### src/design/ima_pkg.sv
// What this block does
// - Outside edge and forced settings the alert is pulled low while a message is unread; in mode 0 only until the first is consumed before a STOP.
// - In mode 0 the alert is released once the first report identifier is acked and the next byte is loaded.
// - In mode 0 a STOP keeps the alert released if no message is left and reasserts it otherwise.
// - Reading the message object with no message pending returns report identifier 255.
// - In mode 1 the alert stays low while messages remain queued behind the current one.
// - In mode 1 the alert is released only after the report identifier of the last message is acked and the next byte loaded.
// - The configuration register selects the alert mode, an edge-style pulse and a software forced level.
// - SDA and SCL are only ever pulled low or released, never driven high.
// - SCL is held low while the next read byte is not ready, for at most about 15 ms per stretch.
// - When enabled the bus monitor resets the target logic if SDA or SCL stays low over 200 ms.
// - The bus monitor has an enable bit in the configuration register.
// - A NACK that ends a read restores the address pointer to the start of that read.
// - In a continuous message read the closing NACK returns the pointer to the message count object.
package ima_pkg;

  // ==========================================================
  // Timing
  localparam int CLK_HZ      = 40_000_000;
  localparam int STRETCH_MS  = 15;
  localparam int BUSMON_MS   = 200;
  localparam int EDGE_NS     = 1000;
  // Longest times round down, least times are whole cycles already
  localparam int STRETCH_CYC = (CLK_HZ / 1000) * STRETCH_MS;
  localparam int BUSMON_CYC  = (CLK_HZ / 1000) * BUSMON_MS;
  localparam int EDGE_CYC    = (CLK_HZ / 1_000_000) * EDGE_NS / 1000;
  localparam int TW          = 24;
  localparam int EW          = 8;

  // ==========================================================
  // Register map (byte addresses)
  localparam logic [7:0] REG_CFG  = 8'h00;
  localparam logic [7:0] REG_STAT = 8'h04;
  localparam logic [7:0] REG_MASK = 8'h08;
  localparam logic [7:0] REG_INFO = 8'h0c;

  localparam int CFG_MODE  = 0;
  localparam int CFG_EDGE  = 1;
  localparam int CFG_FORCE = 2;
  localparam int CFG_FLVL  = 3;
  localparam int CFG_BMON  = 4;
  localparam int CFG_W     = 5;
  localparam logic [CFG_W-1:0] CFG_RST = 5'h10;

  localparam int ST_STUCK  = 0;
  localparam int ST_STRTO  = 1;
  localparam int ST_WRDONE = 2;
  localparam int ST_RDDONE = 3;
  localparam int ST_W      = 4;

  // ==========================================================
  // Bus values
  localparam logic [6:0]  TGT_ADDR_LO = 7'h4a;
  localparam logic [6:0]  TGT_ADDR_HI = 7'h4b;
  localparam logic [7:0]  RID_INVALID = 8'hff;
  localparam logic [15:0] CNT_ADDR_DEF = 16'h0100;
  localparam logic [15:0] MSG_ADDR_DEF = 16'h0101;
  localparam logic [7:0]  MSG_SIZE_DEF = 8'h0a;
  localparam logic [3:0]  BITS_BYTE   = 4'h8;
  localparam logic [3:0]  BIT_LAST    = 4'h7;

  typedef enum logic [2:0] {
    IMA_IDLE = 3'b000,
    IMA_ADDR = 3'b001,
    IMA_ACK  = 3'b010,
    IMA_WRB  = 3'b011,
    IMA_LOAD = 3'b100,
    IMA_RDB  = 3'b101,
    IMA_RACK = 3'b110
  } ima_st_e;

endpackage : ima_pkg

### src/design/ima_line_if.sv
`timescale 1ns/1ps
interface ima_line_if;
  logic sda;
  logic scl;
  logic start;
  logic stop;
  logic rise;
  logic fall;
  logic stuck;
  logic mon_en;

  modport mon  (output sda, scl, start, stop, rise, fall, stuck, input mon_en);
  modport core (input sda, scl, start, stop, rise, fall, stuck, output mon_en);
endinterface : ima_line_if

### src/design/ima_line_mon.sv
`timescale 1ns/1ps
module ima_line_mon #(
  parameter int BUSMON_CYC = ima_pkg::BUSMON_CYC
) (
  // Clock and reset
  input  wire logic clk_i,
  input  wire logic rst_i,
  // Raw bus levels
  input  wire logic sda_i,
  input  wire logic scl_i,
  // Conditioned events
  ima_line_if.mon   lk
);

  typedef struct packed {
    logic                     sda_m;
    logic                     sda_s;
    logic                     sda_p;
    logic                     scl_m;
    logic                     scl_s;
    logic                     scl_p;
    logic                     start;
    logic                     stop;
    logic                     rise;
    logic                     fall;
    logic                     stuck;
    logic [ima_pkg::TW-1:0]   cnt;
  } ima_mon_s;

  ima_mon_s s;
  ima_mon_s n;

  // ==========================================================
  // Synchronise, find edges, watch for a stuck line
  always_comb
  begin
    n       = s;
    n.sda_m = sda_i;
    n.sda_s = s.sda_m;
    n.sda_p = s.sda_s;
    n.scl_m = scl_i;
    n.scl_s = s.scl_m;
    n.scl_p = s.scl_s;
    n.start = s.sda_p & ~s.sda_s & s.scl_s & s.scl_p;
    n.stop  = ~s.sda_p & s.sda_s & s.scl_s & s.scl_p;
    n.rise  = ~s.scl_p & s.scl_s;
    n.fall  = s.scl_p & ~s.scl_s;
    n.stuck = 1'b0;
    if (lk.mon_en && (!s.sda_s || !s.scl_s))
    begin
      if (s.cnt == ima_pkg::TW'(BUSMON_CYC))
      begin
        n.stuck = 1'b1;
        n.cnt   = '0;
      end
      else
      begin
        n.cnt = s.cnt + 1'b1;
      end
    end
    else
    begin
      n.cnt = '0;
    end
  end

  always_ff @(posedge clk_i)
  begin
    if (rst_i)
    begin
      s       <= '0;
      s.sda_m <= 1'b1;
      s.sda_s <= 1'b1;
      s.sda_p <= 1'b1;
      s.scl_m <= 1'b1;
      s.scl_s <= 1'b1;
      s.scl_p <= 1'b1;
    end
    else
    begin
      s <= n;
    end
  end

  assign lk.sda   = s.sda_p;
  assign lk.scl   = s.scl_p;
  assign lk.start = s.start;
  assign lk.stop  = s.stop;
  assign lk.rise  = s.rise;
  assign lk.fall  = s.fall;
  assign lk.stuck = s.stuck;

endmodule : ima_line_mon

### src/design/ima_target.sv
`timescale 1ns/1ps
module ima_target #(
  parameter int          STRETCH_CYC = ima_pkg::STRETCH_CYC,
  parameter int          BUSMON_CYC  = ima_pkg::BUSMON_CYC,
  parameter logic [15:0] CNT_ADDR    = ima_pkg::CNT_ADDR_DEF,
  parameter logic [15:0] MSG_ADDR    = ima_pkg::MSG_ADDR_DEF,
  parameter logic [7:0]  MSG_SIZE    = ima_pkg::MSG_SIZE_DEF
) (
  // Clock and reset
  input  wire logic        clk_i,
  input  wire logic        rst_i,
  // Wishbone slave
  input  wire logic        wb_cyc_i,
  input  wire logic        wb_stb_i,
  input  wire logic        wb_we_i,
  input  wire logic [7:0]  wb_adr_i,
  input  wire logic [3:0]  wb_sel_i,
  input  wire logic [31:0] wb_dat_i,
  output logic      [31:0] wb_dat_o,
  output logic             wb_ack_o,
  output logic             irq_o,
  // Two-wire bus, open drain
  input  wire logic        sda_i,
  output logic             sda_o,
  output logic             sda_oe_o,
  input  wire logic        scl_i,
  output logic             scl_o,
  output logic             scl_oe_o,
  input  wire logic        addr_sel_i,
  // Message alert, open drain, active low
  output logic             message_alert_n_o,
  output logic             message_alert_n_oe_o,
  // Message queue
  input  wire logic [7:0]  msg_count_i,
  output logic             msg_pop_o,
  // Object memory
  output logic      [15:0] mem_addr_o,
  output logic             mem_rd_o,
  output logic             mem_wr_o,
  output logic      [7:0]  mem_wdata_o,
  input  wire logic [7:0]  mem_rdata_i,
  input  wire logic        mem_ack_i
);

  typedef struct packed {
    ima_pkg::ima_st_e              st;
    logic [3:0]                    cnt;
    logic [7:0]                    sh;
    logic [7:0]                    tx;
    logic                          rw;
    logic                          ackok;
    logic [1:0]                    bidx;
    logic [15:0]                   ptr;
    logic [15:0]                   start;
    logic                          sda_oe;
    logic                          scl_oe;
    logic                          lo;
    logic                          freq;
    logic                          fetch;
    logic                          txv;
    logic [7:0]                    txb;
    logic                          txrid;
    logic                          rid_ld;
    logic                          pop_pend;
    logic                          hold0;
    logic [ima_pkg::TW-1:0]        strc;
    logic [ima_pkg::EW-1:0]        edge_cnt;
    logic [7:0]                    prev_cnt;
    logic                          alert_oe;
    logic [ima_pkg::CFG_W-1:0]     cfg;
    logic [ima_pkg::ST_W-1:0]      stat;
    logic [ima_pkg::ST_W-1:0]      mask;
    logic                          irq;
    logic                          wb_ack;
    logic [31:0]                   wb_dat;
    logic                          pop;
    logic                          mem_rd;
    logic                          mem_wr;
    logic [15:0]                   mem_addr;
    logic [7:0]                    mem_wd;
    logic                          sel_m;
    logic                          sel_s;
    logic [1:0]                    srdy;
    logic                          strap_ok;
    logic                          addr_hi;
  } ima_core_s;

  ima_core_s s;
  ima_core_s n;

  ima_line_if lk ();

  ima_line_mon #(
    .BUSMON_CYC (BUSMON_CYC)
  ) u_mon (
    .clk_i (clk_i),
    .rst_i (rst_i),
    .sda_i (sda_i),
    .scl_i (scl_i),
    .lk    (lk)
  );

  assign lk.mon_en = s.cfg[ima_pkg::CFG_BMON];

  // Pointer walk that wraps inside the message object for back to back reads
  function automatic logic [15:0] ima_next_ptr(input logic [15:0] p);
    logic [15:0] last;
    last = MSG_ADDR + 16'(MSG_SIZE) - 16'h0001;
    if (p == last)
    begin
      ima_next_ptr = MSG_ADDR;
    end
    else
    begin
      ima_next_ptr = p + 16'h0001;
    end
  endfunction : ima_next_ptr

  always_comb
  begin
    logic [ima_pkg::ST_W-1:0] ev;
    logic [ima_pkg::ST_W-1:0] clr;
    logic [6:0]               my_addr;
    logic                     drive;
    ev       = '0;
    clr      = '0;
    my_addr  = s.addr_hi ? ima_pkg::TGT_ADDR_HI : ima_pkg::TGT_ADDR_LO;
    drive    = 1'b0;
    n        = s;
    n.lo     = 1'b0;
    n.pop    = 1'b0;
    n.mem_rd = 1'b0;
    n.mem_wr = 1'b0;
    n.wb_ack = 1'b0;

    // ==========================================================
    // Address strap, caught once after reset
    n.sel_m = addr_sel_i;
    n.sel_s = s.sel_m;
    n.srdy  = {s.srdy[0], 1'b1};
    if (s.srdy[1] && !s.strap_ok)
    begin
      n.addr_hi  = s.sel_s;
      n.strap_ok = 1'b1;
    end

    // ==========================================================
    // Register slave, answers every access one cycle later
    if (wb_cyc_i && wb_stb_i && !s.wb_ack)
    begin
      n.wb_ack = 1'b1;
      n.wb_dat = '0;
      case (wb_adr_i)
        ima_pkg::REG_CFG:
        begin
          if (wb_we_i && wb_sel_i[0])
          begin
            n.cfg = wb_dat_i[ima_pkg::CFG_W-1:0];
          end
          n.wb_dat = 32'(s.cfg);
        end
        ima_pkg::REG_STAT:
        begin
          if (!wb_we_i)
          begin
            clr = s.stat;
          end
          n.wb_dat = 32'(s.stat);
        end
        ima_pkg::REG_MASK:
        begin
          if (wb_we_i && wb_sel_i[0])
          begin
            n.mask = wb_dat_i[ima_pkg::ST_W-1:0];
          end
          n.wb_dat = 32'(s.mask);
        end
        ima_pkg::REG_INFO:
        begin
          n.wb_dat = 32'({s.alert_oe, s.st != ima_pkg::IMA_IDLE, s.st, msg_count_i});
        end
        default:
        begin
          n.wb_dat = '0;
        end
      endcase
    end

    // ==========================================================
    // Byte fetch for reads; count object and empty queue answered locally
    if (s.freq && !s.fetch)
    begin
      n.freq = 1'b0;
      if (s.ptr == CNT_ADDR)
      begin
        n.txb   = msg_count_i;
        n.txv   = 1'b1;
        n.txrid = 1'b0;
        n.ptr   = ima_next_ptr(s.ptr);
      end
      else if (s.ptr == MSG_ADDR && msg_count_i == 8'h00)
      begin
        n.txb   = ima_pkg::RID_INVALID;
        n.txv   = 1'b1;
        n.txrid = 1'b0;
        n.ptr   = ima_next_ptr(s.ptr);
      end
      else
      begin
        n.mem_rd   = 1'b1;
        n.mem_addr = s.ptr;
        n.fetch    = 1'b1;
        n.txrid    = (s.ptr == MSG_ADDR);
      end
    end
    else if (s.fetch && mem_ack_i)
    begin
      n.fetch = 1'b0;
      if (s.st != ima_pkg::IMA_IDLE)
      begin
        n.txb = mem_rdata_i;
        n.txv = 1'b1;
        n.ptr = ima_next_ptr(s.ptr);
      end
    end

    // Report identifier acked and the following byte ready: message consumed
    if (s.pop_pend && s.txv)
    begin
      n.pop      = 1'b1;
      n.pop_pend = 1'b0;
      n.hold0    = 1'b1;
    end

    // ==========================================================
    // Target bit engine
    if (lk.stuck)
    begin
      n.st       = ima_pkg::IMA_IDLE;
      n.sda_oe   = 1'b0;
      n.scl_oe   = 1'b0;
      n.ptr      = s.start;
      n.txv      = 1'b0;
      n.freq     = 1'b0;
      n.pop_pend = 1'b0;
      ev[ima_pkg::ST_STUCK] = 1'b1;
    end
    else if (lk.start)
    begin
      n.st     = ima_pkg::IMA_ADDR;
      n.cnt    = '0;
      n.bidx   = '0;
      n.sda_oe = 1'b0;
    end
    else if (lk.stop)
    begin
      n.st     = ima_pkg::IMA_IDLE;
      n.sda_oe = 1'b0;
      n.scl_oe = 1'b0;
      n.hold0  = 1'b0;
      if (!s.rw && s.bidx != 2'b00)
      begin
        n.ptr = s.start;
        ev[ima_pkg::ST_WRDONE] = 1'b1;
      end
    end
    else
    begin
      case (s.st)
        ima_pkg::IMA_ADDR, ima_pkg::IMA_WRB:
        begin
          if (lk.rise)
          begin
            n.sh  = {s.sh[6:0], lk.sda};
            n.cnt = s.cnt + 4'h1;
          end
          else if (lk.fall && s.cnt == ima_pkg::BITS_BYTE)
          begin
            n.cnt = '0;
            if (s.st == ima_pkg::IMA_ADDR)
            begin
              if (s.sh[7:1] == my_addr)
              begin
                n.sda_oe = 1'b1;
                n.rw     = s.sh[0];
                n.st     = ima_pkg::IMA_ACK;
                if (s.sh[0])
                begin
                  n.start = s.ptr;
                  n.txv   = 1'b0;
                  n.freq  = 1'b1;
                end
              end
              else
              begin
                n.st = ima_pkg::IMA_IDLE;
              end
            end
            else
            begin
              n.sda_oe = 1'b1;
              n.st     = ima_pkg::IMA_ACK;
              if (s.bidx == 2'b00)
              begin
                n.ptr[7:0] = s.sh;
                n.bidx     = 2'b01;
              end
              else if (s.bidx == 2'b01)
              begin
                n.ptr[15:8] = s.sh;
                n.start     = {s.sh, s.ptr[7:0]};
                n.bidx      = 2'b10;
              end
              else
              begin
                n.mem_wr   = 1'b1;
                n.mem_addr = s.ptr;
                n.mem_wd   = s.sh;
                n.ptr      = s.ptr + 16'h0001;
              end
            end
          end
        end
        ima_pkg::IMA_ACK:
        begin
          if (lk.fall)
          begin
            n.sda_oe = 1'b0;
            n.strc   = '0;
            n.st     = s.rw ? ima_pkg::IMA_LOAD : ima_pkg::IMA_WRB;
            n.scl_oe = s.rw;
          end
        end
        ima_pkg::IMA_LOAD:
        begin
          if (s.txv || s.strc == ima_pkg::TW'(STRETCH_CYC))
          begin
            n.tx     = s.txv ? s.txb : ima_pkg::RID_INVALID;
            n.sda_oe = s.txv ? ~s.txb[7] : 1'b0;
            n.rid_ld = s.txv & s.txrid;
            n.cnt    = '0;
            n.st     = ima_pkg::IMA_RDB;
            n.txv    = 1'b0;
            n.freq   = s.txv;
            ev[ima_pkg::ST_STRTO] = ~s.txv;
          end
          else
          begin
            n.scl_oe = 1'b1;
            n.strc   = s.strc + 1'b1;
          end
        end
        ima_pkg::IMA_RDB:
        begin
          // SCL was held since the fall; let go once the first bit stands
          n.scl_oe = 1'b0;
          if (lk.fall)
          begin
            n.cnt = s.cnt + 4'h1;
            if (s.cnt == ima_pkg::BIT_LAST)
            begin
              n.sda_oe = 1'b0;
              n.st     = ima_pkg::IMA_RACK;
            end
            else
            begin
              n.sda_oe = ~s.tx[6];
              n.tx     = {s.tx[6:0], 1'b0};
            end
          end
        end
        ima_pkg::IMA_RACK:
        begin
          if (lk.rise)
          begin
            n.ackok = ~lk.sda;
            if (!lk.sda && s.rid_ld)
            begin
              n.pop_pend = 1'b1;
            end
          end
          else if (lk.fall)
          begin
            n.strc = '0;
            if (s.ackok)
            begin
              n.st     = ima_pkg::IMA_LOAD;
              n.scl_oe = 1'b1;
            end
            else
            begin
              n.st   = ima_pkg::IMA_IDLE;
              n.ptr  = s.start;
              n.txv  = 1'b0;
              n.freq = 1'b0;
              ev[ima_pkg::ST_RDDONE] = 1'b1;
            end
          end
        end
        default:
        begin
          n.sda_oe = 1'b0;
          n.scl_oe = 1'b0;
        end
      endcase
    end

    // ==========================================================
    // Alert line
    n.prev_cnt = msg_count_i;
    if (s.cfg[ima_pkg::CFG_EDGE])
    begin
      if (msg_count_i > s.prev_cnt)
      begin
        n.edge_cnt = ima_pkg::EW'(ima_pkg::EDGE_CYC);
      end
      else if (s.edge_cnt != '0)
      begin
        n.edge_cnt = s.edge_cnt - 1'b1;
      end
      drive = (s.edge_cnt != '0);
    end
    else if (s.cfg[ima_pkg::CFG_MODE])
    begin
      drive = (msg_count_i != 8'h00);
    end
    else
    begin
      drive = (msg_count_i != 8'h00) && !s.hold0;
    end
    if (s.cfg[ima_pkg::CFG_FORCE])
    begin
      drive = ~s.cfg[ima_pkg::CFG_FLVL];
    end
    n.alert_oe = drive;

    // Set wins over the read clear
    n.stat = (s.stat & ~clr) | ev;
    n.irq  = |(n.stat & n.mask);
  end

  always_ff @(posedge clk_i)
  begin
    if (rst_i)
    begin
      s     <= '0;
      s.cfg <= ima_pkg::CFG_RST;
      s.ptr <= CNT_ADDR;
      s.start <= CNT_ADDR;
    end
    else
    begin
      s <= n;
    end
  end

  // ==========================================================
  // Outputs
  assign wb_dat_o             = s.wb_dat;
  assign wb_ack_o             = s.wb_ack;
  assign irq_o                = s.irq;
  assign sda_o                = s.lo;
  assign sda_oe_o             = s.sda_oe;
  assign scl_o                = s.lo;
  assign scl_oe_o             = s.scl_oe;
  assign message_alert_n_o    = s.lo;
  assign message_alert_n_oe_o = s.alert_oe;
  assign msg_pop_o            = s.pop;
  assign mem_addr_o           = s.mem_addr;
  assign mem_rd_o             = s.mem_rd;
  assign mem_wr_o             = s.mem_wr;
  assign mem_wdata_o          = s.mem_wd;

endmodule : ima_target

### config.mk
export PLATFORM = sky130hd
export DESIGN_NAME = ima_target
export DESIGN_NICKNAME = d
export VERILOG_FILES = /design/src/design/ima_pkg.sv /design/src/design/ima_line_if.sv /design/src/design/ima_line_mon.sv /design/src/design/ima_target.sv
export SDC_FILE = /design/constraint.sdc
export NUM_CORES = 1
export LEC_CHECK = 0
export BUFFER_PORTS_ARGS = -buffer_cell sky130_fd_sc_hd__buf_2
export CAP_MARGIN = 20
export CELL_PAD_IN_SITES_DETAIL_PLACEMENT = 1
export CELL_PAD_IN_SITES_GLOBAL_PLACEMENT = 2
export CORE_MARGIN = 5
export CORE_UTILIZATION = 35
export CTS_CLUSTER_DIAMETER = 100
export DETAILED_ROUTE_END_ITERATION = 10
export GPL_TIMING_DRIVEN = 0
export PLACE_DENSITY_LB_ADDON = 0.1
export SLEW_MARGIN = 20
export SYNTH_ARGS = -nofsm -noshare
export SYNTH_HDL_FRONTEND = slang
export SYNTH_SLANG_ARGS = --single-unit
### constraint.sdc
create_clock -name clk_i -period 2.8 [get_ports clk_i]
set_clock_uncertainty 0.15 [all_clocks]
set_input_delay 0.56 -clock clk_i [delete_from_list [all_inputs] [get_ports clk_i]]
set_output_delay 0.56 -clock clk_i [all_outputs]
set_load 0.005 [all_outputs]
==> results.md <==
* HPWL Detailed at approximately 30 mm
* Largest family of logic cells by synthesized area: simple AND/OR/NAND/NOR gates
* DRC violations left at 0
* RSZ-0062 raised after global routing: true
* Synth area leaders: dfxtp_1, nor2_1, nand2_1, mux2i_1, buf_4
* Internal at between 5 and 6 mW
* Largest fanout on the critical path at 8
* Worst r2r path cells at 10
* 1st-iter DRT viols at 488
* Switch Pwr at between 1.5 and 2 mW
* CP arrival at about 3.0 ns
* Initial antenna violation count at 1
* Yosys top cell area share at 38.1%
* Die width at 188 um
* Max cap viols at 0
* Clock network fraction of total power at approximately 50%
* Relative max-transition margin at between 30% and 40%
* Sinks on Clock Net at approximately 210
* Site Rows at 65
* Clock transition at path regs at 0.06 ns
* Top-count cell post-synth: dfxtp_1
* Crit-path slowest cell: nor3_1
* Post-Synth Adder-Cell Area at approximately 2.1%
* Pwr dens at 512 nW/um^2
* Clock tree buffer depth at 3
* Hold path depth at 2
* Power share of the sequential group at between 40% and 50%
* Post-synth top cells: dfxtp_1, nor2_1, nand2_1, a21oi_1, clkbuf_1
* Mean Syn Cell Area at 7.95 um^2
* WL final at around 40 mm
* CORE AREA at between 30000 and 40000 um^2
* Initial core utilization at a little over a third
* CTS H-tree lvls at 1
* Pre-antenna DRT Iters at 4
* Synth Flop Type: dfxtp_1
* Pre-CTS WS at -0.853 ns
* TritonCTS Buffers at 27
* Largest net degree at the start of global routing at 13
* Syn. warnings at 0
* WS Path Type: input pin to flip-flop
* Vias in the first global route at around 11000
* Io pins at between 100 and 150
* Netlist cell types at 76
* Via count at between 10000 and 15000
* Fmax at about 0.37 GHz
* Die height at 188 um
* Post-synth ARST share at 0%
* Post-synth EDFFs at 0
* Net Sw Frac at between 20% and 30%
* Area leader, netlist: dfxtp_1
* IO Port Bufs at 80
* Global-route wire length before repair at 63.5 mm
* Fin crit period at 2.72 ns
* Die ar. at about 36000 um^2
* Routed WL per cell at 21.1 um
* GRT overflow at 0
* N_diodes at 0
* Status: completed
* Share of cells above drive strength 1 at 18.5%
* Compound-gate portion of the synthesized area at approximately 17%
* Slew Limit Fails at 0
* Worst-Skew Late Latency at around 0.55 ns
* Logic pwr share at 4.9%
* P&R area growth vs syn at 19.4%
* Fin crit share at between 90% and 100%
* Worst hold slack at a little under 0.08 ns
* # hold bufs at CTS at 0
* Gr usage total at roughly 22%
* Element type at the critical path end: flip-flop
* Maximum vdd drop at 0.000441 V
* CP peak stage delay at 0.89 ns
* Post-Syn Area at 11100 um^2
* Type of the worst min-delay path: input pin to flip-flop
* CP Cell Sequence: buf_2, nor4_2, a31oi_2, nor3_1, o21ai_0, a31oi_1
* Final worst slack at ~0.078 ns
* Via-per-instance ratio at around 5.5
* Final antenna-violating net count at 0
* Final #Nets at 1624
* Synth Area in Simple Gates at a little over a quarter
* GP Congestion at about 0.9
* Endpoints failing hold at 0
* Layout filler cell count at 3820
* Post-Syn Instances at ~1400
* Mux share of post-synthesis cell area at approximately 5%
* Endpoints failing setup at 0
* Total Power at 6.82 mW
* CTS tree: yes
* Setup crit start kind: input pin
* Worst-margin pin slew at between 1 and 1.5 ns
* CP Data Required Time at 3.11 ns
* Leakage at ~5.2 nW
* Clk root buf: clkbuf_16
* #FFs+latches synth at between 200 and 250
* Xor/xnor share of the synthesized area at roughly 3.5%
* Sequential area share after synthesis at between 30% and 40%
==> final timing paths <==
kind                          startpoint                endpoint  slack, ns
hold reg to reg   u_mon.n[33]$_SDFF_PP1_  u_mon.n[32]$_SDFF_PP1_       0.26
setup reg to reg     s[195]$_SDFFE_PP0P_       s[166]$_SDFF_PP0_       0.11
hold / removal                     scl_i  u_mon.n[30]$_SDFF_PP1_       0.08
setup / recovery          msg_count_i[4]     s[127]$_SDFFE_PP0P_       0.08
==> flip-flops by register name (all words and copies together), names as in the netlist, 2 cells and up <==
name,cells
mem_addr_o,16
mem_wdata_o,8
n,2
s,129
u_mon.n,4
u_mon.s,24
wb_dat_o,13
==> layout make-up <==
cell class                 count  area (um^2)  share of cell area (%)
multi-input combinational   1034         6260                    47.1
tap                          402          503                    3.78
sequential                   212         4260                    32.0
inverter                      32          121                   0.912
buffer                       132          774                    5.82
clock inverter                10          108                   0.808
timing repair buffer          97          528                    3.97
clock buffer                  37          753                    5.66
==> metrics by stage <==
stage	cell area, um^2	TNS (ns)	util, %	instances
after global placement	12100	-34.06	38.5	1904
final	13300	0	42.3	1956
after global routing	13300	-0.0388	42.3	1956
after detailed placement	12100	-36.41	38.5	1904
after floorplan	11200	0	-	1422
after CTS	13200	0	41.8	1951
==> layout by cell type (no fill, tap or decap), types with 22 or more instances in the layout <==
master,count
a21oi_1,86
a22oi_1,25
buf_2,86
buf_4,78
clkbuf_1,60
clkbuf_16,27
conb_1,22
dfxtp_1,202
inv_1,30
mux2i_1,45
nand2_1,143
nand3_1,46
nand4_1,23
nor2_1,199
nor3_1,35
o21ai_0,61
xor2_1,28
==> logic make-up (layout without fill, tap and decap cells) <==
group	Yosys count	in the layout
simple gates	599	599
buf+inv	176	308
compound gates	299	299
flops	212	212
xor+xnor	44	44
mux	51	51
fa+ha+maj	19	19
other cells	1	22
==> routing by layer <==
layer | GRT usage (%) | share of wire, % | vias to the layer above
met5 | 0 | 0.046 | -
met4 | 5.91 | 2.8 | 2
met3 | 3.02 | 4.2 | 71
met2 | 38.4 | 47 | 250
met1 | 29.8 | 46 | 5287
li1 | - | - | 5131
==> critical path: cells and delay by family <==
family,cells,cell delay (ns)
buf+inv,1,0.15
simple gates,2,1.49
compound gates,3,0.81
==> power by group through the flow <==
| stage | sequential [mW] | clock, mW | combinational [mW] |
|---|---|---|---|
| final | 3.05 | 3.43 | 0.336 |
| after global routing | 3.05 | 3.62 | 0.367 |
| after CTS | 3.05 | 3.50 | 0.331 |
| after detailed placement | 3.11 | 0 | 0.323 |
| after global placement | 3.11 | 0 | 0.319 |
| after floorplan | 3.11 | 0 | 0.184 |
==> repair_timing <==
| item | in CTS | in global routing |
|---|---|---|
| pin swaps | 4 | 7 |
| setup endpoints to repair | 109 | 76 |
| setup buffers | 7 | 10 |
| gates resized for setup | 31 | 38 |
(Power assumes the default switching activity.)
